===== src/rtl/timer16_consts.svh =====
// Offsets, field positions, reset values and fixed counts of the timer
`ifndef TIMER16_CONSTS_SVH
`define TIMER16_CONSTS_SVH

`define ADDR_W           4
`define DATA_W           8
`define CNT_W            16

// Register offsets (byte-wide registers)
`define OFS_CTRL_A       4'h0
`define OFS_CTRL_B       4'h1
`define OFS_FORCE        4'h2
`define OFS_ROUTE        4'h3
`define OFS_CNT_LOW      4'h4
`define OFS_CNT_HIGH     4'h5
`define OFS_CMPA_LOW     4'h6
`define OFS_CMPA_HIGH    4'h7
`define OFS_CMPB_LOW     4'h8
`define OFS_CMPB_HIGH    4'h9
`define OFS_IRQ_EN       4'ha
`define OFS_FLAGS        4'hb
`define OFS_PORT         4'hc

// Field positions
`define CTRLA_ACT_A_LSB  0
`define CTRLA_ACT_B_LSB  2
`define CTRLA_WGM_LSB    4
`define CTRLB_WGM_LSB    0
`define CTRLB_RUN_BIT    2
`define FLAG_OVF_BIT     2
`define PORT_DIR_LSB     2

// Reset values
`define RST_BYTE         8'h00
`define RST_CNT          16'h0000

// Counter extremes and fixed tops
`define CNT_MAX          16'hffff
`define CNT_BOTTOM       16'h0000
`define TOP_8BIT         16'h00ff
`define TOP_9BIT         16'h01ff
`define TOP_10BIT        16'h03ff

// Output actions
`define ACT_NONE         2'h0
`define ACT_TOGGLE       2'h1
`define ACT_CLEAR        2'h2
`define ACT_SET          2'h3

// Timer clock divider default
`define TICK_DIV         16'h0001

`endif


===== src/rtl/timer16_pkg.sv =====
// Types shared by the timer compare block
package timer16_pkg;
  `include "timer16_consts.svh"

  typedef logic [3:0] wave_mode_t;

  typedef struct packed {
    logic [`CNT_W-1:0]  cnt;
    logic               down;
    logic [`DATA_W-1:0] temp;
    wave_mode_t         wgm;
    logic [1:0][1:0]    act;
    logic               run;
    logic [1:0]         route;
    logic [1:0]         port_out;
    logic [1:0]         port_dir;
    logic [2:0]         irq_en;
    logic               ovf_flag;
    logic               block;
    logic [`DATA_W-1:0] rdata;
  } tmr_state_t;

  typedef struct packed {
    logic [`CNT_W-1:0] active;
    logic [`CNT_W-1:0] buffer;
    logic              state;
    logic              match_q;
    logic              match_dn_q;
    logic              flag;
  } oc_state_t;

  typedef struct packed {
    logic [15:0] cnt;
  } div_state_t;
endpackage


===== src/rtl/tick_divider.sv =====
// Divider producing the one-cycle timer clock enable
`timescale 1ns/1ps
`default_nettype none
`include "timer16_consts.svh"
module tick_divider
  import timer16_pkg::*;
#(
  parameter logic [15:0] DIV = `TICK_DIV
) (
  input  wire logic i_clk,     // System clock
  input  wire logic i_sys_rst, // Synchronous reset
  output logic      o_tick     // One-cycle enable
);
  div_state_t s_reg;
  div_state_t s_next;

  always_comb begin
    s_next = s_reg;
    if (s_reg.cnt >= DIV - 16'h0001) begin
      s_next.cnt = 16'h0000;
    end else begin
      s_next.cnt = s_reg.cnt + 16'h0001;
    end
  end

  // DIV of one gives an enable on every clock
  assign o_tick = (s_reg.cnt >= DIV - 16'h0001);

  always_ff @(posedge i_clk) begin
    if (i_sys_rst) begin
      s_reg <= '0;
    end else begin
      s_reg <= s_next;
    end
  end
endmodule
`default_nettype wire


===== src/rtl/oc_channel.sv =====
// One output compare channel: comparator, buffer, flag and output state
`timescale 1ns/1ps
`default_nettype none
`include "timer16_consts.svh"
module oc_channel
  import timer16_pkg::*;
(
  input  wire logic              i_clk,     // System clock
  input  wire logic              i_sys_rst, // Synchronous reset
  input  wire logic              i_tick,    // Timer clock enable
  input  wire logic              i_block,   // Suppress match this tick
  input  wire logic [`CNT_W-1:0] i_cnt,     // Counter value
  input  wire logic              i_pwm,     // PWM mode, buffered
  input  wire logic              i_dual,    // Dual-slope PWM
  input  wire logic              i_down,    // Counting down
  input  wire logic              i_clr_top, // Single-slope PWM clear
  input  wire logic              i_update,  // Buffer to active
  input  wire logic              i_wr_low,  // Low-byte write
  input  wire logic [`CNT_W-1:0] i_wdata,   // Latched high and low
  input  wire logic [1:0]        i_action,  // Output action
  input  wire logic              i_force,   // Force strobe
  input  wire logic              i_clr,     // Flag write-one clear
  input  wire logic              i_ack,     // Interrupt serviced
  output logic [`CNT_W-1:0]      o_value,   // Value seen by the CPU
  output logic [`CNT_W-1:0]      o_active,  // Active compare value
  output logic                   o_state,   // Output state
  output logic                   o_flag     // Match flag
);
  oc_state_t s_reg;
  oc_state_t s_next;
  logic      match;
  logic      set_flag;

  assign match = (i_cnt == s_reg.active);

  always_comb begin
    s_next   = s_reg;
    set_flag = 1'b0;
    if (i_tick) begin
      s_next.match_q    = match & ~i_block;
      s_next.match_dn_q = i_down;
      set_flag          = s_reg.match_q;
      // Top action first so a match on the same tick has the last word
      if (i_clr_top) begin
        if (i_action == `ACT_CLEAR) begin
          s_next.state = 1'b0;
        end else if (i_action == `ACT_SET) begin
          s_next.state = 1'b1;
        end
      end
      if (s_reg.match_q) begin
        unique case (i_action)
          `ACT_NONE: s_next.state = s_next.state;
          `ACT_TOGGLE: begin
            if (!i_pwm) begin
              s_next.state = ~s_reg.state;
            end
          end
          `ACT_CLEAR: begin
            s_next.state = i_dual ? s_reg.match_dn_q : ~i_pwm;
          end
          `ACT_SET: begin
            s_next.state = i_dual ? ~s_reg.match_dn_q : i_pwm;
          end
        endcase
      end
    end
    if (i_force && !i_pwm) begin
      unique case (i_action)
        `ACT_NONE:   s_next.state = s_reg.state;
        `ACT_TOGGLE: s_next.state = ~s_reg.state;
        `ACT_CLEAR:  s_next.state = 1'b0;
        `ACT_SET:    s_next.state = 1'b1;
      endcase
    end
    // Set beats a clear in the same cycle
    s_next.flag = (s_reg.flag & ~i_clr & ~i_ack) | set_flag;
    if (i_update && i_pwm) begin
      s_next.active = s_reg.buffer;
    end
    if (i_wr_low) begin
      if (i_pwm) begin
        s_next.buffer = i_wdata;
      end else begin
        s_next.active = i_wdata;
      end
    end
  end

  assign o_value  = i_pwm ? s_reg.buffer : s_reg.active;
  assign o_active = s_reg.active;
  assign o_state  = s_reg.state;
  assign o_flag   = s_reg.flag;

  always_ff @(posedge i_clk) begin
    if (i_sys_rst) begin
      s_reg <= '0;
    end else begin
      s_reg <= s_next;
    end
  end
endmodule
`default_nettype wire


===== src/rtl/timer16_output_compare.sv =====
// Timer16 counter with two output compare channels and byte register port
`timescale 1ns/1ps
`default_nettype none
`include "timer16_consts.svh"
module timer16_output_compare
  import timer16_pkg::*;
#(
  parameter logic [15:0] TICK_DIV = `TICK_DIV
) (
  input  wire logic               i_clk,         // 40 MHz system clock
  input  wire logic               i_sys_rst,     // Sync reset, active high
  input  wire logic [`ADDR_W-1:0] i_addr,        // Register address
  input  wire logic [`DATA_W-1:0] i_wdata,       // Write data
  input  wire logic               i_wr,          // Write strobe
  input  wire logic               i_rd,          // Read strobe
  output logic      [`DATA_W-1:0] o_rdata,       // Read data, next cycle
  input  wire logic [`CNT_W-1:0]  i_capture_top, // Capture value as TOP
  input  wire logic               i_ack_cmp_a,   // Channel A irq serviced
  input  wire logic               i_ack_cmp_b,   // Channel B irq serviced
  input  wire logic               i_ack_ovf,     // Overflow irq serviced
  output logic                    o_irq_cmp_a,   // Channel A request
  output logic                    o_irq_cmp_b,   // Channel B request
  output logic                    o_irq_ovf,     // Overflow request
  output logic      [1:0]         o_pin,         // Compare output pins
  output logic      [1:0]         o_pin_oe       // Pin drive enables
);
  tmr_state_t        s_reg;
  tmr_state_t        s_next;

  logic              tick;
  logic              tclk;
  logic              pwm;
  logic              dual;
  logic              upd_bottom;
  logic              ovf_at_max;
  logic [`CNT_W-1:0] top;
  logic              at_top;
  logic              at_bottom;
  logic              update;
  logic              clr_top;
  logic              cnt_wr;
  logic              ovf_set;
  logic [1:0]        wr_low;
  logic [1:0]        force_cmp;
  logic [1:0]        flag_clr;
  logic [1:0]        ack;
  logic [1:0]        state;
  logic [1:0]        flag;
  logic [`CNT_W-1:0] value  [2];
  logic [`CNT_W-1:0] active [2];

  tick_divider #(
    .DIV (TICK_DIV)
  ) u_div (
    .i_clk     (i_clk),
    .i_sys_rst (i_sys_rst),
    .o_tick    (tick)
  );

  // Stopped timer gives no timer clock, but writes still work
  assign tclk = tick & s_reg.run;

  // Mode decode: 0, 4, 12 and reserved 13 are the unbuffered modes
  always_comb begin
    pwm        = 1'b1;
    dual       = 1'b0;
    upd_bottom = 1'b0;
    ovf_at_max = 1'b0;
    top        = `CNT_MAX;
    unique case (s_reg.wgm)
      4'd0: begin
        pwm        = 1'b0;
        ovf_at_max = 1'b1;
      end
      4'd1: begin
        dual = 1'b1;
        top  = `TOP_8BIT;
      end
      4'd2: begin
        dual = 1'b1;
        top  = `TOP_9BIT;
      end
      4'd3: begin
        dual = 1'b1;
        top  = `TOP_10BIT;
      end
      4'd4: begin
        pwm        = 1'b0;
        ovf_at_max = 1'b1;
        top        = active[0];
      end
      4'd5: begin
        top = `TOP_8BIT;
      end
      4'd6: begin
        top = `TOP_9BIT;
      end
      4'd7: begin
        top = `TOP_10BIT;
      end
      4'd8: begin
        dual       = 1'b1;
        upd_bottom = 1'b1;
        top        = i_capture_top;
      end
      4'd9: begin
        dual       = 1'b1;
        upd_bottom = 1'b1;
        top        = active[0];
      end
      4'd10: begin
        dual = 1'b1;
        top  = i_capture_top;
      end
      4'd11: begin
        dual = 1'b1;
        top  = active[0];
      end
      4'd12: begin
        pwm        = 1'b0;
        ovf_at_max = 1'b1;
        top        = i_capture_top;
      end
      4'd13: begin
        pwm        = 1'b0;
        ovf_at_max = 1'b1;
      end
      4'd14: begin
        top = i_capture_top;
      end
      4'd15: begin
        top = active[0];
      end
    endcase
  end

  assign at_top    = (s_reg.cnt == top);
  assign at_bottom = (s_reg.cnt == `CNT_BOTTOM);

  // Buffered values move only at a sequence extreme
  assign update  = tclk & (upd_bottom ? (s_reg.down & at_bottom)
                                      : at_top);
  assign clr_top = tclk & pwm & ~dual & at_top;

  // Overflow in normal-like modes is the step from MAX to zero
  // A counter write wins the tick, so no count reaches zero then
  assign ovf_set = tclk & ~cnt_wr
                   & (ovf_at_max ? (s_reg.cnt == `CNT_MAX)
                   : dual ? (s_reg.down & at_bottom) : at_top);

  assign cnt_wr = i_wr & (i_addr == `OFS_CNT_LOW);

  always_comb begin
    wr_low[0]    = i_wr & (i_addr == `OFS_CMPA_LOW);
    wr_low[1]    = i_wr & (i_addr == `OFS_CMPB_LOW);
    force_cmp    = (i_wr && i_addr == `OFS_FORCE) ? i_wdata[1:0] : 2'b00;
    flag_clr     = (i_wr && i_addr == `OFS_FLAGS) ? i_wdata[1:0] : 2'b00;
    ack          = {i_ack_cmp_b, i_ack_cmp_a};
  end

  genvar g;
  generate
    for (g = 0; g < 2; g++) begin : g_ch
      oc_channel u_ch (
        .i_clk     (i_clk),
        .i_sys_rst (i_sys_rst),
        .i_tick    (tclk),
        .i_block   (s_reg.block),
        .i_cnt     (s_reg.cnt),
        .i_pwm     (pwm),
        .i_dual    (dual),
        .i_down    (s_reg.down),
        .i_clr_top (clr_top),
        .i_update  (update),
        .i_wr_low  (wr_low[g]),
        .i_wdata   ({s_reg.temp, i_wdata}),
        .i_action  (s_reg.act[g]),
        .i_force   (force_cmp[g]),
        .i_clr     (flag_clr[g]),
        .i_ack     (ack[g]),
        .o_value   (value[g]),
        .o_active  (active[g]),
        .o_state   (state[g]),
        .o_flag    (flag[g])
      );
      // Port pin takes the output state only when routed
      assign o_pin[g] = (s_reg.act[g] != `ACT_NONE && s_reg.route[g])
                        ? state[g] : s_reg.port_out[g];
      assign o_pin_oe[g] = s_reg.port_dir[g];
    end
  endgenerate

  always_comb begin
    s_next       = s_reg;
    s_next.rdata = `RST_BYTE;

    // Counter: CPU write wins over count and clear
    if (cnt_wr) begin
      s_next.cnt   = {s_reg.temp, i_wdata};
      s_next.block = 1'b1;
    end else if (tclk) begin
      s_next.block = 1'b0;
      // Plain equality; a write landing above TOP runs on
      if (dual) begin
        if (!s_reg.down) begin
          if (at_top) begin
            s_next.down = 1'b1;
            s_next.cnt  = s_reg.cnt - 16'h0001;
          end else begin
            s_next.cnt = s_reg.cnt + 16'h0001;
          end
        end else if (at_bottom) begin
          s_next.down = 1'b0;
          s_next.cnt  = s_reg.cnt + 16'h0001;
        end else begin
          s_next.cnt = s_reg.cnt - 16'h0001;
        end
      end else begin
        // Normal wraps by itself since its top is MAX
        s_next.down = 1'b0;
        s_next.cnt  = at_top ? `CNT_BOTTOM
                             : s_reg.cnt + 16'h0001;
      end
    end

    // Overflow flag: set by hardware, cleared by service or by writing one
    s_next.ovf_flag = (s_reg.ovf_flag & ~i_ack_ovf
                       & ~(i_wr && i_addr == `OFS_FLAGS
                           && i_wdata[`FLAG_OVF_BIT]))
                      | ovf_set;

    if (i_wr) begin
      unique case (i_addr)
        `OFS_CTRL_A: begin
          s_next.act[0]      = i_wdata[`CTRLA_ACT_A_LSB +: 2];
          s_next.act[1]      = i_wdata[`CTRLA_ACT_B_LSB +: 2];
          s_next.wgm[1:0]    = i_wdata[`CTRLA_WGM_LSB +: 2];
        end
        `OFS_CTRL_B: begin
          s_next.wgm[3:2] = i_wdata[`CTRLB_WGM_LSB +: 2];
          s_next.run      = i_wdata[`CTRLB_RUN_BIT];
        end
        `OFS_ROUTE: begin
          s_next.route = i_wdata[1:0];
        end
        `OFS_CNT_HIGH,
        `OFS_CMPA_HIGH,
        `OFS_CMPB_HIGH: begin
          s_next.temp = i_wdata;
        end
        `OFS_IRQ_EN: begin
          s_next.irq_en = i_wdata[2:0];
        end
        `OFS_PORT: begin
          s_next.port_out = i_wdata[1:0];
          s_next.port_dir = i_wdata[`PORT_DIR_LSB +: 2];
        end
        default: begin
          s_next.temp = s_reg.temp;
        end
      endcase
    end

    if (i_rd) begin
      unique case (i_addr)
        `OFS_CTRL_A: begin
          s_next.rdata = {2'b00, s_reg.wgm[1:0], s_reg.act[1], s_reg.act[0]};
        end
        `OFS_CTRL_B: begin
          s_next.rdata = {5'h00, s_reg.run, s_reg.wgm[3:2]};
        end
        `OFS_FORCE: begin
          s_next.rdata = `RST_BYTE;
        end
        `OFS_ROUTE: begin
          s_next.rdata = {6'h00, s_reg.route};
        end
        `OFS_CNT_LOW: begin
          s_next.rdata = s_reg.cnt[7:0];
          s_next.temp  = s_reg.cnt[15:8];
        end
        `OFS_CNT_HIGH: begin
          s_next.rdata = s_reg.temp;
        end
        `OFS_CMPA_LOW: begin
          s_next.rdata = value[0][7:0];
        end
        `OFS_CMPA_HIGH: begin
          s_next.rdata = value[0][15:8];
        end
        `OFS_CMPB_LOW: begin
          s_next.rdata = value[1][7:0];
        end
        `OFS_CMPB_HIGH: begin
          s_next.rdata = value[1][15:8];
        end
        `OFS_IRQ_EN: begin
          s_next.rdata = {5'h00, s_reg.irq_en};
        end
        `OFS_FLAGS: begin
          s_next.rdata = {5'h00, s_reg.ovf_flag, flag};
        end
        `OFS_PORT: begin
          s_next.rdata = {4'h0, s_reg.port_dir, s_reg.port_out};
        end
        default: begin
          s_next.rdata = `RST_BYTE;
        end
      endcase
    end
  end

  // Capture logic lives elsewhere; the action field has no path to it
  assign o_irq_cmp_a = flag[0] & s_reg.irq_en[0];
  assign o_irq_cmp_b = flag[1] & s_reg.irq_en[1];
  assign o_irq_ovf   = s_reg.ovf_flag & s_reg.irq_en[2];
  assign o_rdata     = s_reg.rdata;

  always_ff @(posedge i_clk) begin
    if (i_sys_rst) begin
      s_reg <= '0;
    end else begin
      s_reg <= s_next;
    end
  end
endmodule
`default_nettype wire


===== config.mk =====
export PLATFORM = sky130hd
export DESIGN_NAME = timer16_output_compare
export DESIGN_NICKNAME = d
export VERILOG_FILES = /design/src/rtl/timer16_pkg.sv /design/src/rtl/tick_divider.sv /design/src/rtl/oc_channel.sv /design/src/rtl/timer16_output_compare.sv
export VERILOG_INCLUDE_DIRS = /design/src /design/src/rtl
export SDC_FILE = /design/constraint.sdc
export NUM_CORES = 1
export LEC_CHECK = 0
export ABC_AREA = 1
export BUFFER_PORTS_ARGS = -buffer_cell sky130_fd_sc_hd__buf_2
export CORE_MARGIN = 1.5
export CORE_UTILIZATION = 35
export DETAILED_ROUTE_END_ITERATION = 7
export PLACE_DENSITY_LB_ADDON = 0.08
export SYNTH_ARGS = -nofsm -noshare
export SYNTH_HDL_FRONTEND = slang
export SYNTH_SLANG_ARGS = --single-unit

===== constraint.sdc =====
create_clock -name i_clk -period 3.2 [get_ports i_clk]
set_input_delay 0 -clock i_clk [delete_from_list [all_inputs] [get_ports i_clk]]
set_output_delay 0 -clock i_clk [all_outputs]
set_load 0.01 [all_outputs]

Word level (Yosys, flattened, before mapping)

Index checks and enable logic that the tools add are counted.

Flip-flop bits (word level): 140
Output and inout port bits: 15
Logic and storage cells: 214

Add/subtract/negate cells: 3
Magnitude comparators: 1
Equal/unequal tests: 39
Muxes and demuxes: 66
Bitwise gates (word level): 39
Reduce and logical (&&, ||, !) cells: 39

Operators by type and width:

| operator                | count |
|---|---|
| $mux W16                | 12 |
| $pmux W8 S12            | 1 |
| $pmux W16 S5            | 1 |
| $mux W32                | 2 |
| $eq A4 B4 Y1 const B    | 13 |
| $mux W17                | 3 |
| $eq A16 B16 Y1          | 3 |
| $add A16 B1 Y16 const B | 2 |
| $eq A4 B3 Y1 const B    | 8 |
| $mux W1                 | 30 |
| $mux W26                | 1 |
| $mux W8                 | 3 |
| $and A1 B1 Y1           | 22 |
| $reduce_and A2 Y1       | 10 |
| $eq A16 B16 Y1 const B  | 1 |
| $eq A4 B2 Y1 const B    | 4 |
| $ge A16 B1 Y1 const B   | 1 |
| $logic_not A16 Y1       | 1 |
| $sub A16 B1 Y16 const B | 1 |
| $not A1 Y1              | 14 |
| $reduce_or A2 Y1        | 6 |
| $reduce_or A4 Y1        | 3 |
| $reduce_bool A2 Y1      | 5 |
| $mux W3                 | 3 |
| other kinds (15)        | 37 |

Depth between registers and ports, before layout

Word-level depth: 12
Gate-level depth with buffers: 21
Gate-level depth less buffers: 19

Modules after synthesis

From an unflattened synthesis, not the netlist that was laid out.

Cells, all modules: 1404
Area total of the unflattened synthesis: 8833.5 um^2

By module, submodules not included:

| module                 | times used | cells an instance | area each (um^2) | seq. area each (um^2) |
|---|---|---|---|---|
| timer16_output_compare | 1          | 754               | 4548.1           | 1061.0 |
| oc_channel             | 2          | 324               | 2137.0           | 720.7 |
| tick_divider           | 1          | 2                 | 11.3             | 0.0 |

Worst setup path after synthesis

OpenSTA, ideal clock, no wires.

Path type: flip-flop to flip-flop
Start: register s_reg[38] in the netlist's numbering
End: register s_reg[42] in the netlist's numbering
Library setup time: 0.065 ns
Arrival: 2.172 ns
Slack: 0.963 ns
Cell stages (with the launch flop): 16
Path buffers: 1
Cells stage by stage: dfxtp_1 inv_1 ha_1 nand3_1 nor2_1 nand4_1 or2_1 inv_1 nand4_1 or2_1 nand2_1 inv_1 buf_4 o22ai_1 a21oi_1 nor2_1

Cells in the longest elaborated chain, start to end: 6
Elaborated cells on any way between the ends: 11
Those cells by class: add/sub (2); eq/ne (1); mux (7); reduce/logical (1)

RTL lines:

| element                                 | line                                                                                        | source |
|---|---|---|
| start: declaration                      | timer16_output_compare.sv:27                                                                | `tmr_state_t s_reg;` |
| start signal: assignment                | timer16_output_compare.sv:323                                                               | `s_reg <= s_next;` |
| $add A16 B1 Y16 (tied with other cells) | timer16_output_compare.sv:210, timer16_output_compare.sv:214, timer16_output_compare.sv:222 |  |
| $mux W16, on equally long branches      | timer16_output_compare.sv:206, timer16_output_compare.sv:212                                |  |
| $mux W17                                | timer16_output_compare.sv:205                                                               | `if (!s_reg.down) begin` |
| $mux W17 (*)                            | timer16_output_compare.sv:204                                                               | `if (dual) begin` |
| $mux W17 (*)                            | timer16_output_compare.sv:201                                                               | `end else if (tclk) begin` |
| $mux W16 (*)                            | timer16_output_compare.sv:198                                                               | `if (cnt_wr) begin` |

Every way passes the cells marked *; elsewhere a longest branch is shown, timed or not. The select of a mux whose other input is x is not followed.
A chain may end at the register's enable or synchronous reset.

Worst setup path after layout

Start: register s_reg[41] in the netlist's numbering
End: register s_reg[39] in the netlist's numbering

Cells in the longest elaborated chain, start to end: 6
Elaborated cells on any way between the ends: 9
Those cells by class: eq/ne (1); mux (7); reduce/logical (1)

RTL lines:

| element                                             | line |
|---|---|
| $eq A16 B16 Y1 or $logic_not A16 Y1 (tied branches) | n/a |
| $mux W16, on equally long branches                  | timer16_output_compare.sv:206, timer16_output_compare.sv:212 |
| $mux W17                                            | timer16_output_compare.sv:205 |
| $mux W17 (*)                                        | timer16_output_compare.sv:204 |
| $mux W17 (*)                                        | timer16_output_compare.sv:201 |
| $mux W16 (*)                                        | timer16_output_compare.sv:198 |

Marks and branches as above.

==> results summary <==
The number of global-route vias before repair came out at around 8000. The largest individual stage delay along the critical path comes from the cell dfxtp_1. After global routing the overflow that remains totals 0. The post-route fraction of the period consumed by the critical path is 0.9230.

Walking the worst path, the cells encountered are inv_1 -> nand3_1 -> nor2_1 -> nand4_1 -> or2_1 -> inv_1 -> nand4_1 -> or2_1 -> nand2_1 -> clkinvlp_4 -> o22ai_1 -> a21oi_1 -> nor2_1. The clock network latency to the later pin of the worst-skew pair is ~0.44 ns. In this design, the stage delay of the slowest critical-path cell is roughly 0.47 ns. The net count after synthesis came out at around 1300. The highest ir drop seen on vdd is roughly 0.42 mV. The routed design uses 2.208 mm of met3 wire. The number of pins exceeding their max-slew limit in the final report is 0. The placed wire-length estimate after detailed placement is 24.15 mm. The run finished with clean final reports. The DRC violation count after routing came out at 0.

Compared with the post-synthesis result, the final layout area differs by 16.15%. In this run the tool buffered the top-level ports with 49 buffer cells. The maximum clock skew at final layout is approximately 0.011 ns. On the final layout, the worst hold slack is approximately 0.035 ns. Of the cells placed in the final design, the portion with a size suffix greater than 1 is 0.1175. The CTS buffer count is 17. The static leakage is roughly 3.7 nW. The final RePlAce weighted congestion came out at ~0.9. The data arrival time at the worst-slack endpoint is about 3.3 ns. The total number of H-tree levels came out at 4.

The startpoint of the most critical hold path is i_rd. Timing would allow up to between 0.3 and 0.4 GHz. The starting utilization of the core area came out at 0.3572. Of the synthesized area, sequential elements account for 0.3184.

After detailed routing, the average wire length per cell comes to 20.83 µm. In this run the remaining antenna-violating nets after routing total 0. The cell area after synthesis came out at slightly below 8000 µm². The highest signal layer in the routed design is met4. After clock tree synthesis, the clock-pin slew on the worst setup and hold paths is approximately 0.070 ns. The cell depth of the worst min-delay path came out at 3. Entering global routing, the biggest net connects 60 pins. The die outline height came out at between 150 and 200 µm. Setup slack on the critical path of the routed design comes to roughly 0.25 ns. The width of the die is 152.2 µm. The proportion of netlist area held by the largest area contributor came out at 0.3184. The number of antenna violations at the first check in global routing came out at 1.

The tool flagged a number of max-cap violations equal to 0. The reg2reg setup slack came out at 0.25 ns. The final setup violation count is 0.

The category of the critical setup timing path is reg -> reg. By area the synthesized netlist is led by dfxtp_1, nand2_1, a21oi_1. The top cell type by total area after synthesis is dfxtp_1. The synthesized flop and latch total came out at 124. The buffer levels on the longest clock path came out at 2. The critical register-to-register path endpoint is s_reg[39]. After clock tree synthesis, the setup repair step added 0 buffers. The number of distinct library cell variants in the gate-level netlist after synthesis is 40. The global-route usage over all layers came out at 0.2818. The count of vias placed by the detailed router came out at ~8700. The share of async-settable or async-resettable flops after synthesis came out at 0.

The worst setup path is launched from a flip-flop. For this run, the detailed router's first-pass iteration total came to 5. The number of core rows is 54. The average via count per standard cell came out at about 5.6. Counting I/O delays and the setup requirement, the final critical path takes ~3.0 ns. In the final routing, the length of wire on met1 measures 14.85 mm. The path with the worst hold slack has its endpoint at o_rdata[6]. Setup repair after global routing left no endpoint under its margin.

The TritonCTS clock tree is built. The final instance area is approximately 9000 µm². The setup TNS after final layout is 0 ns.

The critical register-to-register path startpoint is s_reg[41]. Among all flip-flop cells after synthesis, the most frequent one is dfxtp_1. The number of synthesized flops with an enable pin came out at 0.

The total length of routed wires came out at around 32 mm. The depth of the worst register-to-register path came out at 13. Total power for the finished layout comes to 3.847 mW. At the worst endpoint, the required time is roughly 3.6 ns. The area of the core is 21820 µm².

The power per standard cell area is between 400 and 500 nW/µm². The global-route wire length before repair is 49.87 mm. STA classifies the critical path endpoint as a flip-flop.

The mean post-synth cell area is roughly 6.4 µm². The number of placed I/O pins is 50. The class of the most critical hold timing path is in -> reg. After detailed placement, the total cell area comes to between 8000 and 9000 µm². The count of final hold-check violations was 0. The wire length on met2 is 14.31 mm. The launching element of the worst setup path is s_reg[41]. The antenna diode count is 0. After the first detailed-routing iteration, the DRC count stood at just over 900.

In this run the tightest slew margin relative to its limit is 0.4514. The biggest fanout along the worst timing path is 11. The net count of the finished layout is 1301.

The tree is rooted in a clkbuf_16. The die covers 23180 µm². The number of clock sinks came out at roughly 120. The slew of the pin with the lowest slew margin is about 0.8 ns. The register with the most flip-flops in the layout has 43 of them.

The post-placement setup slack is between 0.3 and 0.4 ns. The warning count from the yosys run is 0. After technology mapping, the gate count stands at between 1000 and 1500.
-- synthesized netlist by cell type, drive strengths merged (12+ instances only) --
cell type,count
o21ai,90
inv,138
clkbuf,50
buf,26
nor3,12
o211ai,35
nand4,20
a21oi,147
nand3,62
xor2,32
nand2,257
o22ai,43
dfxtp,124
nor2,116
-- cells in the final DEF, fill, tap and decap left out, drive strengths merged --
cell	count
clkinv	8
xnor2	6
nand3b	3
buf	94
a41oi	2
nor3	12
o2111ai	5
a21o	1
o22ai	43
nand4	20
a211oi	1
a2111oi	2
nand2	257
a22o	3
and3	1
nor4	7
nor2	116
o221ai	4
a221oi	6
a21oi	147
dlygate4sd3	13
o31ai	3
o21ai	90
clkbuf	19
clkinvlp	3
xor2	32
a31oi	10
or2	3
ha	2
dfxtp	124
o211ai	35
inv	143
nand3	62
-- metrics by stage --
step / util / cells
6_report: 0.4149 / 1557
5_1_grt: 0.4149 / 1557
4_1_cts: 0.4147 / 1557
3_5_place_dp: 0.3832 / 1512
3_3_place_gp: 0.3832 / 1512
2_1_floorplan: - / 1214
-- logic make-up after synthesis --
kind of cell	Yosys count	synth area share
adders and majority gates	2	0.003209
AOI/OAI and AO/OA	352	0.2584
xor gates and xnor gates	38	0.04269
DFF	124	0.3184
buffers and inverters	217	0.1180
and+or+nand+nor	481	0.2593
-- worst max-delay path, delay by kind of cell (launching register included) --
kind / cells / cell delay [ns]
buffers and inverters: 3 / 0.63
AOI/OAI and AO/OA: 2 / 0.29
and+or+nand+nor: 8 / 1.49
DFF: 1 / 0.47
-- metal layers --
metal | GRT usage | up-vias
met5 | 0 | -
met4 | 0.1123 | 0
met3 | 0.04693 | 72
met2 | 0.4346 | 357
met1 | 0.3907 | 4046
li1 | - | 4185
-- power breakdown --
group | leakage (nW) | switching, mW | total, mW | internal, mW
combinational | 2.44 | 0.255 | 0.369 | 0.114
clock | 0.274 | 0.842 | 1.89 | 1.05
sequential | 1.00 | 0.0238 | 1.59 | 1.56
-- cell type report --
class	instances	area, µm²
well taps	280	350.3
clock inverters	13	105.1
repair buffers	107	725.7
fillers	2423	12770
flip-flops and latches	124	2484
inverters	141	533.0
clock buffers	19	452.9
multi-input cells	873	4404
-- worst max-delay path by stage --
stage                                    end  slack (ns)  cells after the start
detailed placement                 s_reg[39]        0.36                     17
finish                             s_reg[39]        0.25                     13
CTS                                s_reg[39]        0.33                     17
global route        g_ch[0].u_ch.o_active[0]        0.02                     19
global placement                   s_reg[50]        0.35                     17
floorplan                          s_reg[42]        0.96                     15
-- what timing repair did --
action / in CTS / in global routing
endpoints found under the hold margin: 24 / 0
endpoints found under the setup margin: 0 / 16
hold buffers: 13 / 0
gates resized for setup: 0 / 2
No activity file was read; power rests on OpenSTA's default activity.
